## src/lsbe_pkg.sv

```systemverilog
// Operation
// - and work with file, zero only
// - dest bit picks work or file
// - add work, file, carry; set C DC Z
// - shift right keeping msb, lsb to carry
// - clear chosen file bit, flags untouched
// - set chosen file bit, flags untouched
// - branch to pc plus one plus offset
// - literal branch always two cycles
// - branch by unsigned work, two cycles
// - skip next when tested bit clear
// - pc change or skip adds nop cycle
package lsbe_pkg;
  // register byte offsets
  localparam logic [7:0] LSBE_OFF_CMD = 8'h00;
  localparam logic [7:0] LSBE_OFF_WORK = 8'h04;
  localparam logic [7:0] LSBE_OFF_STATUS = 8'h08;
  localparam logic [7:0] LSBE_OFF_PC = 8'h0c;
  localparam logic [7:0] LSBE_OFF_FADDR = 8'h10;
  localparam logic [7:0] LSBE_OFF_FDATA = 8'h14;
  localparam logic [7:0] LSBE_OFF_LAST = 8'h18;
  // command word fields
  localparam int LSBE_CMD_OP_LSB = 0;
  localparam int LSBE_CMD_DEST = 4;
  localparam int LSBE_CMD_BIT_LSB = 5;
  localparam int LSBE_CMD_FILE_LSB = 8;
  localparam int LSBE_CMD_LIT_LSB = 16;
  // status fields
  localparam int LSBE_ST_C = 0;
  localparam int LSBE_ST_DC = 1;
  localparam int LSBE_ST_Z = 2;
  localparam int LSBE_ST_BUSY = 3;
  // reset values
  localparam logic [7:0] LSBE_WORK_RST = 8'h00;
  localparam logic [14:0] LSBE_PC_RST = 15'h0000;
  localparam logic [24:0] LSBE_CMD_RST = 25'h000000f;
  localparam logic [6:0] LSBE_FADDR_RST = 7'h00;
  // instruction cycle counts
  localparam logic [1:0] LSBE_CYC_ONE = 2'h1;
  localparam logic [1:0] LSBE_CYC_TWO = 2'h2;
  // bus answers
  localparam logic [1:0] LSBE_RESP_OKAY = 2'h0;
  localparam logic [1:0] LSBE_RESP_SLVERR = 2'h2;

  typedef enum logic [3:0] {
    LSBE_OP_AND = 4'h0,
    LSBE_OP_ADDC = 4'h1,
    LSBE_OP_ASR = 4'h2,
    LSBE_OP_BCLR = 4'h3,
    LSBE_OP_BSET = 4'h4,
    LSBE_OP_BRA = 4'h5,
    LSBE_OP_BRW = 4'h6,
    LSBE_OP_BTSC = 4'h7,
    LSBE_OP_NOP = 4'hf
  } lsbe_op_type;

  typedef enum logic [2:0] {
    LSBE_ST_IDLE = 3'b001,
    LSBE_ST_EXEC = 3'b010,
    LSBE_ST_NOPC = 3'b100
  } lsbe_state_type;
endpackage

```

## src/lsbe_core.sv

```systemverilog
`timescale 1ns/1ps
module lsbe_core (
  input wire logic ref_clk, // core instruction clock
  input wire logic reset_n, // async reset, active low
  input wire logic [7:0] awaddr, // write address
  input wire logic [2:0] awprot, // unused protection
  input wire logic awvalid, // write address valid
  output logic awready, // write address ready
  input wire logic [31:0] wdata, // write data
  input wire logic [3:0] wstrb, // byte enables
  input wire logic wvalid, // write data valid
  output logic wready, // write data ready
  output logic [1:0] bresp, // write response
  output logic bvalid, // write response valid
  input wire logic bready, // write response ready
  input wire logic [7:0] araddr, // read address
  input wire logic [2:0] arprot, // unused protection
  input wire logic arvalid, // read address valid
  output logic arready, // read address ready
  output logic [31:0] rdata, // read data
  output logic [1:0] rresp, // read response
  output logic rvalid, // read data valid
  input wire logic rready, // read data ready
  output logic [7:0] workValue, // working register
  output logic [14:0] pcValue, // program counter
  output logic [2:0] flagsValue, // zero, digit carry, carry
  output logic busy // instruction in flight
);
  import lsbe_pkg::*;

  logic [7:0] workReg;
  logic carryFlag;
  logic digitFlag;
  logic zeroFlag;
  logic [14:0] pcReg;
  logic [6:0] fileAddr;
  logic [7:0] fileMem [0:127];
  logic [24:0] cmdReg;
  logic [1:0] lastCycles;
  lsbe_state_type state;
  logic awHeld;
  logic wHeld;
  logic [7:0] awAddrReg;
  logic [31:0] wDataReg;
  logic [3:0] wStrbReg;
  logic writeGo;
  logic [31:0] wMask;
  logic [31:0] merged;

  // command decode
  lsbe_op_type opSel;
  logic destFile;
  logic [2:0] bitSel;
  logic [6:0] fileSel;
  logic [8:0] litK;
  logic [7:0] fileVal;
  logic [7:0] bitMask;
  logic [14:0] pcInc;
  logic [8:0] sumVal;
  logic [4:0] nibbleSum;
  logic digitCarry;
  assign opSel = lsbe_op_type'(cmdReg[LSBE_CMD_OP_LSB +: 4]);
  assign destFile = cmdReg[LSBE_CMD_DEST];
  assign bitSel = cmdReg[LSBE_CMD_BIT_LSB +: 3];
  assign fileSel = cmdReg[LSBE_CMD_FILE_LSB +: 7];
  assign litK = cmdReg[LSBE_CMD_LIT_LSB +: 9];
  assign fileVal = fileMem[fileSel];
  assign bitMask = 8'h01 << bitSel;
  assign pcInc = pcReg + 15'h0001;
  assign sumVal = {1'b0, workReg} + {1'b0, fileVal} + {8'h00, carryFlag};
  assign nibbleSum = {1'b0, workReg[3:0]} + {1'b0, fileVal[3:0]} + {4'h0, carryFlag};
  assign digitCarry = nibbleSum[4];

  // execution results
  logic [7:0] result;
  logic next_carry;
  logic next_digit;
  logic next_zero;
  logic writeW;
  logic writeF;
  logic [14:0] next_pc;
  logic twoCycle;
  always_comb begin
    result = fileVal;
    next_carry = carryFlag;
    next_digit = digitFlag;
    next_zero = zeroFlag;
    writeW = 1'b0;
    writeF = 1'b0;
    next_pc = pcInc;
    twoCycle = 1'b0;
    case (opSel)
      LSBE_OP_AND: begin
        result = workReg & fileVal;
        next_zero = (result == 8'h00);
        writeW = !destFile;
        writeF = destFile;
      end
      LSBE_OP_ADDC: begin
        result = sumVal[7:0];
        next_carry = sumVal[8];
        next_digit = digitCarry;
        next_zero = (result == 8'h00);
        writeW = !destFile;
        writeF = destFile;
      end
      LSBE_OP_ASR: begin
        result = {fileVal[7], fileVal[7:1]};
        next_carry = fileVal[0];
        next_zero = (result == 8'h00);
        writeW = !destFile;
        writeF = destFile;
      end
      LSBE_OP_BCLR: begin
        result = fileVal & ~bitMask;
        writeF = 1'b1;
      end
      LSBE_OP_BSET: begin
        result = fileVal | bitMask;
        writeF = 1'b1;
      end
      LSBE_OP_BRA: begin
        next_pc = pcInc + {{6{litK[8]}}, litK};
        twoCycle = 1'b1;
      end
      LSBE_OP_BRW: begin
        next_pc = pcInc + {7'h00, workReg};
        twoCycle = 1'b1;
      end
      LSBE_OP_BTSC: begin
        if (!fileVal[bitSel]) begin
          next_pc = pcReg + 15'h0002;
          twoCycle = 1'b1;
        end
      end
      default: begin
      end
    endcase
  end

  // register read mux, shared by reads and byte-merged writes
  function automatic logic [31:0] regValue(input logic [7:0] addr);
    logic [31:0] v;
    v = 32'h00000000;
    case (addr[7:2])
      LSBE_OFF_CMD[7:2]: v = {7'h00, cmdReg};
      LSBE_OFF_WORK[7:2]: v = {24'h000000, workReg};
      LSBE_OFF_STATUS[7:2]: v = {28'h0000000, busy, zeroFlag, digitFlag, carryFlag};
      LSBE_OFF_PC[7:2]: v = {17'h00000, pcReg};
      LSBE_OFF_FADDR[7:2]: v = {25'h0000000, fileAddr};
      LSBE_OFF_FDATA[7:2]: v = {24'h000000, fileMem[fileAddr]};
      LSBE_OFF_LAST[7:2]: v = {30'h00000000, lastCycles};
      default: v = 32'h00000000;
    endcase
    return v;
  endfunction

  function automatic logic mapped(input logic [7:0] addr);
    return addr[7:2] <= LSBE_OFF_LAST[7:2];
  endfunction

  // write channels latch independently, commit only while idle
  // so software never races an instruction in flight
  assign awready = !awHeld;
  assign wready = !wHeld;
  assign busy = (state != LSBE_ST_IDLE);
  assign writeGo = awHeld && wHeld && !bvalid && (state == LSBE_ST_IDLE);
  assign wMask = {{8{wStrbReg[3]}}, {8{wStrbReg[2]}}, {8{wStrbReg[1]}}, {8{wStrbReg[0]}}};
  assign merged = (regValue(awAddrReg) & ~wMask) | (wDataReg & wMask);

  // write address and data holding
  always_ff @(posedge ref_clk or negedge reset_n) begin
    if (!reset_n) begin
      awHeld <= 1'b0;
      wHeld <= 1'b0;
      awAddrReg <= 8'h00;
      wDataReg <= 32'h00000000;
      wStrbReg <= 4'h0;
    end else begin
      if (awvalid && awready) begin
        awHeld <= 1'b1;
        awAddrReg <= awaddr;
      end else if (writeGo) begin
        awHeld <= 1'b0;
      end
      if (wvalid && wready) begin
        wHeld <= 1'b1;
        wDataReg <= wdata;
        wStrbReg <= wstrb;
      end else if (writeGo) begin
        wHeld <= 1'b0;
      end
    end
  end

  // write response
  always_ff @(posedge ref_clk or negedge reset_n) begin
    if (!reset_n) begin
      bvalid <= 1'b0;
      bresp <= LSBE_RESP_OKAY;
    end else if (writeGo) begin
      bvalid <= 1'b1;
      bresp <= mapped(awAddrReg) ? LSBE_RESP_OKAY : LSBE_RESP_SLVERR;
    end else if (bready) begin
      bvalid <= 1'b0;
    end
  end

  // read channel, one cycle answer
  assign arready = !rvalid;
  always_ff @(posedge ref_clk or negedge reset_n) begin
    if (!reset_n) begin
      rvalid <= 1'b0;
      rdata <= 32'h00000000;
      rresp <= LSBE_RESP_OKAY;
    end else if (arvalid && arready) begin
      rvalid <= 1'b1;
      rdata <= regValue(araddr);
      rresp <= mapped(araddr) ? LSBE_RESP_OKAY : LSBE_RESP_SLVERR;
    end else if (rready) begin
      rvalid <= 1'b0;
    end
  end

  // sequencer: a command write starts execution
  always_ff @(posedge ref_clk or negedge reset_n) begin
    if (!reset_n) begin
      state <= LSBE_ST_IDLE;
      cmdReg <= LSBE_CMD_RST;
      lastCycles <= LSBE_CYC_ONE;
    end else begin
      case (state)
        LSBE_ST_IDLE: begin
          if (writeGo && awAddrReg[7:2] == LSBE_OFF_CMD[7:2]) begin
            cmdReg <= merged[24:0];
            state <= LSBE_ST_EXEC;
          end
        end
        LSBE_ST_EXEC: begin
          state <= twoCycle ? LSBE_ST_NOPC : LSBE_ST_IDLE;
          lastCycles <= twoCycle ? LSBE_CYC_TWO : LSBE_CYC_ONE;
        end
        LSBE_ST_NOPC: state <= LSBE_ST_IDLE;
        default: state <= LSBE_ST_IDLE;
      endcase
    end
  end

  // working register and flags
  always_ff @(posedge ref_clk or negedge reset_n) begin
    if (!reset_n) begin
      workReg <= LSBE_WORK_RST;
      carryFlag <= 1'b0;
      digitFlag <= 1'b0;
      zeroFlag <= 1'b0;
    end else if (state == LSBE_ST_EXEC) begin
      if (writeW) begin
        workReg <= result;
      end
      carryFlag <= next_carry;
      digitFlag <= next_digit;
      zeroFlag <= next_zero;
    end else if (writeGo && awAddrReg[7:2] == LSBE_OFF_WORK[7:2]) begin
      workReg <= merged[7:0];
    end else if (writeGo && awAddrReg[7:2] == LSBE_OFF_STATUS[7:2]) begin
      carryFlag <= merged[LSBE_ST_C];
      digitFlag <= merged[LSBE_ST_DC];
      zeroFlag <= merged[LSBE_ST_Z];
    end
  end

  // program counter
  always_ff @(posedge ref_clk or negedge reset_n) begin
    if (!reset_n) begin
      pcReg <= LSBE_PC_RST;
    end else if (state == LSBE_ST_EXEC) begin
      pcReg <= next_pc;
    end else if (writeGo && awAddrReg[7:2] == LSBE_OFF_PC[7:2]) begin
      pcReg <= merged[14:0];
    end
  end

  // file window pointer
  always_ff @(posedge ref_clk or negedge reset_n) begin
    if (!reset_n) begin
      fileAddr <= LSBE_FADDR_RST;
    end else if (writeGo && awAddrReg[7:2] == LSBE_OFF_FADDR[7:2]) begin
      fileAddr <= merged[6:0];
    end
  end

  // file memory has no reset; software must load it before use
  always_ff @(posedge ref_clk) begin
    if (state == LSBE_ST_EXEC && writeF) begin
      fileMem[fileSel] <= result;
    end else if (writeGo && awAddrReg[7:2] == LSBE_OFF_FDATA[7:2]) begin
      fileMem[fileAddr] <= merged[7:0];
    end
  end

  assign workValue = workReg;
  assign pcValue = pcReg;
  assign flagsValue = {zeroFlag, digitFlag, carryFlag};

  // checks
  logic isExec;
  logic [14:0] braTarget;
  logic [14:0] brwTarget;
  assign isExec = (state == LSBE_ST_EXEC);
  assign braTarget = pcReg + 15'h0001 + {{6{litK[8]}}, litK};
  assign brwTarget = pcReg + 15'h0001 + {7'h00, workReg};
endmodule

```

## config.mk

```make
export PLATFORM = sky130hd
export DESIGN_NAME = lsbe_core
export DESIGN_NICKNAME = d
export VERILOG_FILES = /design/src/lsbe_pkg.sv /design/src/lsbe_core.sv
export SDC_FILE = /design/constraint.sdc
export NUM_CORES = 2
export LEC_CHECK = 0
export BUFFER_PORTS_ARGS = -buffer_cell sky130_fd_sc_hd__buf_2
export CAP_MARGIN = 15
export CORE_MARGIN = 2
export CORE_UTILIZATION = 57
export CTS_CLUSTER_DIAMETER = 50
export CTS_CLUSTER_SIZE = 14
export DETAILED_ROUTE_END_ITERATION = 10
export GPL_ROUTABILITY_DRIVEN = 1
export PLACE_DENSITY = 0.77
export SETUP_SLACK_MARGIN = 0.1
export SYNTH_ARGS = -nofsm -noshare
export SYNTH_HDL_FRONTEND = slang
export SYNTH_SLANG_ARGS = --single-unit
```

## constraint.sdc

```tcl
create_clock -name ref_clk -period 10.2 [get_ports ref_clk]
set_input_delay 2.04 -clock ref_clk [delete_from_list [all_inputs] [get_ports ref_clk]]
set_output_delay 2.04 -clock ref_clk [all_outputs]
set_load 0.02 [all_outputs]
```

==> run_results.csv <==
group,metric,value,unit
critical_path,critPathKind,"flop to flop",
timing,grt_setup_unrepaired,"false",
floorplan,die_w,318.8,um
flow_run,maxCapViolations,0,
timing,timing.final.hold_violations,0,
clock_network,ctsResizeCount,0,
worst_hold_path,hold_path_class,"flop to flop",
timing,finClkSkew,0.03952,ns
logic_synthesis,synth_edf_count,1024,
global_routing,grt_pass1_wl,249.5,mm
critical_path,crit_top_cell,"buf_4",
logic_synthesis,yosysWarnings,0,
clock_network,postCtsHoldBufs,0,
floorplan,rows,115,
drt,first_iter_violations,6235,
timing,worstMarginPinSlew,1.343,ns
critical_path,critPathLaunchType,"flop",
timing,finalCritPeriodShare,71.62,%
final_layout,layout_commonest_cell,"edfxtp_1",
critical_path,crit_chain,"buf_4, and2_1, buf_4, a22oi_1, a21oi_1, or4_1, a221o_1, inv_1, fa_1, fa_1, nor2b_1, o21ai_0, nand2b_1, xnor2_1, o21ai_0, a221oi_1, a21oi_4, buf_4",
critical_path,arrival,7.65,ns
timing,relSlewSlack,9.680,%
global_routing,gr-total-overflow,0,
place,pre_cts_ws,2.728,ns
critical_path,path_delay_family,"buffers and inverters",
final_layout,layout_common_cells,"edfxtp_1 (1024), mux4_2 (540), nor2_1 (212), nand2_1 (180), mux2i_1 (143)",
clock_network,cts_htree_levels,3,
logic_synthesis,synth_seq_cells,1153,
global_routing,antenna_found_initial,7,
timing,setup_viol,0,
clock_network,clk_pin_slew,0.06,ns
drt,post-route-drc-count,0,
floorplan,start_util,57.48,%
pwr,p_leak,0.01993,uW
clock_network,clock_latency,0.74,ns
critical_path,slowest_stage,"buf_4",
final_layout,nets,3513,
logic_synthesis,synth_seq_area_share,60.17,%
clock_network,cts-buffers-inserted,117,
floorplan,die_h,318.8,um
logic_synthesis,async_reset_ff_share,11.19,%
timing,fin_crit,7.306,ns
critical_path,cp_num_buf_inv,4,
drt,wire_per_inst,35.99,um
global_routing,grt_max_degree,129,
place,portBuffers,106,
global_routing,grt_usage,33.97,%
floorplan,ios,133,
drt,drt-pass1-iter-count,8,
critical_path,worst-endpoint-required,10.55,ns
timing,slew_violations,0,
run_status,status,"finished, final reports clean",
critical_path,cp_slowest_stage_delay,0.92,ns
logic_synthesis,ys_types,76,
drt,ant_nets,0,
clock_network,cts_tree,"done",
place,place_hpwl,107.4,mm
clock_network,clock_sinks,1153,
timing,layout_setup_ws,2.894,ns
final_layout,syn_to_final_growth,10.58,%
critical_path,cp-end-kind,"flop",
drt,route.vias.total,35970,
logic_synthesis,avgSynthCellArea,16.88,um^2
place,routabilityCongestion,0.9551,
clock_network,post-cts-setup-buffer-count,0,
logic_synthesis,ys.flop_type,"edfxtp_1",
logic_synthesis,synth_cells,3347,
logic_synthesis,synthesis.area,0.05648,mm^2
critical_path,path_max_fanout,112,
floorplan,dieArea,0.1016,mm^2
drt,viasPerCell,7.500,
pwr,p_per_area,337.0,mW/mm^2
timing,fin_setup_tns,0,ns
timing,holdWs,0.4774,ns
clock_network,clock_path_buffers,3,
pwr,peakVddDrop,339.4,uV
final_layout,fillers,6552,
clock_network,cts_root_buf,"clkbuf_16",
global_routing,grt_pass1_vias,36030,
timing,max_freq,0.1369,GHz
drt,routed_wl,172.6,mm
floorplan,coreArea,0.09828,mm^2
final_layout,drive_gt1_share,30.13,%
## logic make-up (layout without fill, tap and decap cells)
kind of cell | after synthesis | after routing | share of synthesized area [%]
buf+inv | 295 | 448 | 2.488
mux | 754 | 754 | 25.48
simple gates | 606 | 606 | 4.827
other cells | 1 | 10 | 0.006639
flops | 1153 | 1153 | 60.17
fa+ha+maj | 27 | 27 | 0.6380
compound gates | 474 | 474 | 5.821
xor+xnor | 37 | 37 | 0.5737
## flip-flops by register name (all words and copies together) (netlist names)
register	count
bresp	1
wHeld	1
awAddrReg	6
wDataReg	25
rvalid	1
rresp	1
bvalid	1
cmdReg	25
lastCycles	2
pcValue	15
fileMem	1024
state	3
fileAddr	7
workValue	8
carryFlag	1
digitFlag	1
wStrbReg	4
awHeld	1
rdata	25
zeroFlag	1
## worst reg2reg max path, delay by kind of cell (launching register included)
family | cells | cell delay (ns)
AO/OA/AOI/OAI | 7 | 1.73
XOR/XNOR | 1 | 0.12
adder cells (fa/ha/maj) | 2 | 0.92
buffers and inverters | 4 | 2.24
flip-flops | 1 | 0.88
AND/OR/NAND/NOR | 4 | 0.92
## per-layer routing
layer	track usage (%)	wire length [um]	vias to the layer above
met5	0	43	-
met4	15.75	9977	6
met3	10.83	24340	635
met2	52.67	80220	3055
met1	44.18	58030	18250
li1	-	-	14020
## per-stage QoR
step	util [%]	power (uW)	instance area [um^2]	cells
detailed placement	59.36	16290	58340	4576
global route	63.55	21640	62450	4795
floorplan	-	13610	56510	3355
global placement	59.35	15950	58320	4574
finish	63.55	21050	62460	4796
CTS	63.36	20680	62260	4782
## area by class of cell
class | instances | area [um^2] | share of cell area [%]
antenna | 1 | 2.502 | 0.004007
clock buffer | 134 | 3002 | 4.806
clock inverter | 72 | 923.4 | 1.478
inverter | 30 | 112.6 | 0.1803
multi-input combinational | 1907 | 21270 | 34.06
sequential | 1153 | 34010 | 54.45
tap | 1287 | 1610 | 2.578
timing repair buffer | 212 | 1525 | 2.442
## Yosys cell counts (all sizes together) (20+ instances only)
| library cell | count | share of area [%] |
|---|---|---|
| mux2i | 144 | 2.6 |
| dfrtp | 123 | 5.4 |
| o21ai | 82 | 0.73 |
| nor2 | 220 | 1.5 |
| a21oi | 72 | 0.66 |
| a31oi | 20 | 0.22 |
| nor3 | 27 | 0.24 |
| clkbuf | 161 | 1.1 |
| edfxtp | 1024 | 54 |
| nand2 | 181 | 1.2 |
| buf | 104 | 1.2 |
| o22ai | 20 | 0.22 |
| a22oi | 130 | 1.7 |
| a221oi | 20 | 0.31 |
| a22o | 34 | 0.53 |
| inv | 29 | 0.19 |
| nand3 | 65 | 0.58 |
| xnor2 | 21 | 0.33 |
| mux2 | 70 | 1.4 |
| ha | 24 | 0.53 |
| mux4 | 540 | 22 |
## final timing paths
| check | cells after the start | slack [ns] | endpoint | startpoint |
|---|---|---|---|---|
| setup / recovery | 18 | 2.89 | fileMem[36][4] | cmdReg[11] |
| hold / removal | 2 | 0.48 | bresp[1] | bresp[1] |
| setup reg to reg | 18 | 2.89 | fileMem[36][4] | cmdReg[11] |
| hold reg to reg | 2 | 0.48 | bresp[1] | bresp[1] |
| max in group asynchronous | 2 | 7.46 | cmdReg[10] | reset_n |
| min in group asynchronous | 1 | 1.27 | workValue[4] | reset_n |
## power breakdown
part / leakage [uW] / internal (uW) / switching, uW
clock network: 0.00190 / 2500 / 1940
logic: 0.00697 / 3040 / 5780
registers: 0.0111 / 7350 / 448
(Power assumes the default switching activity.)
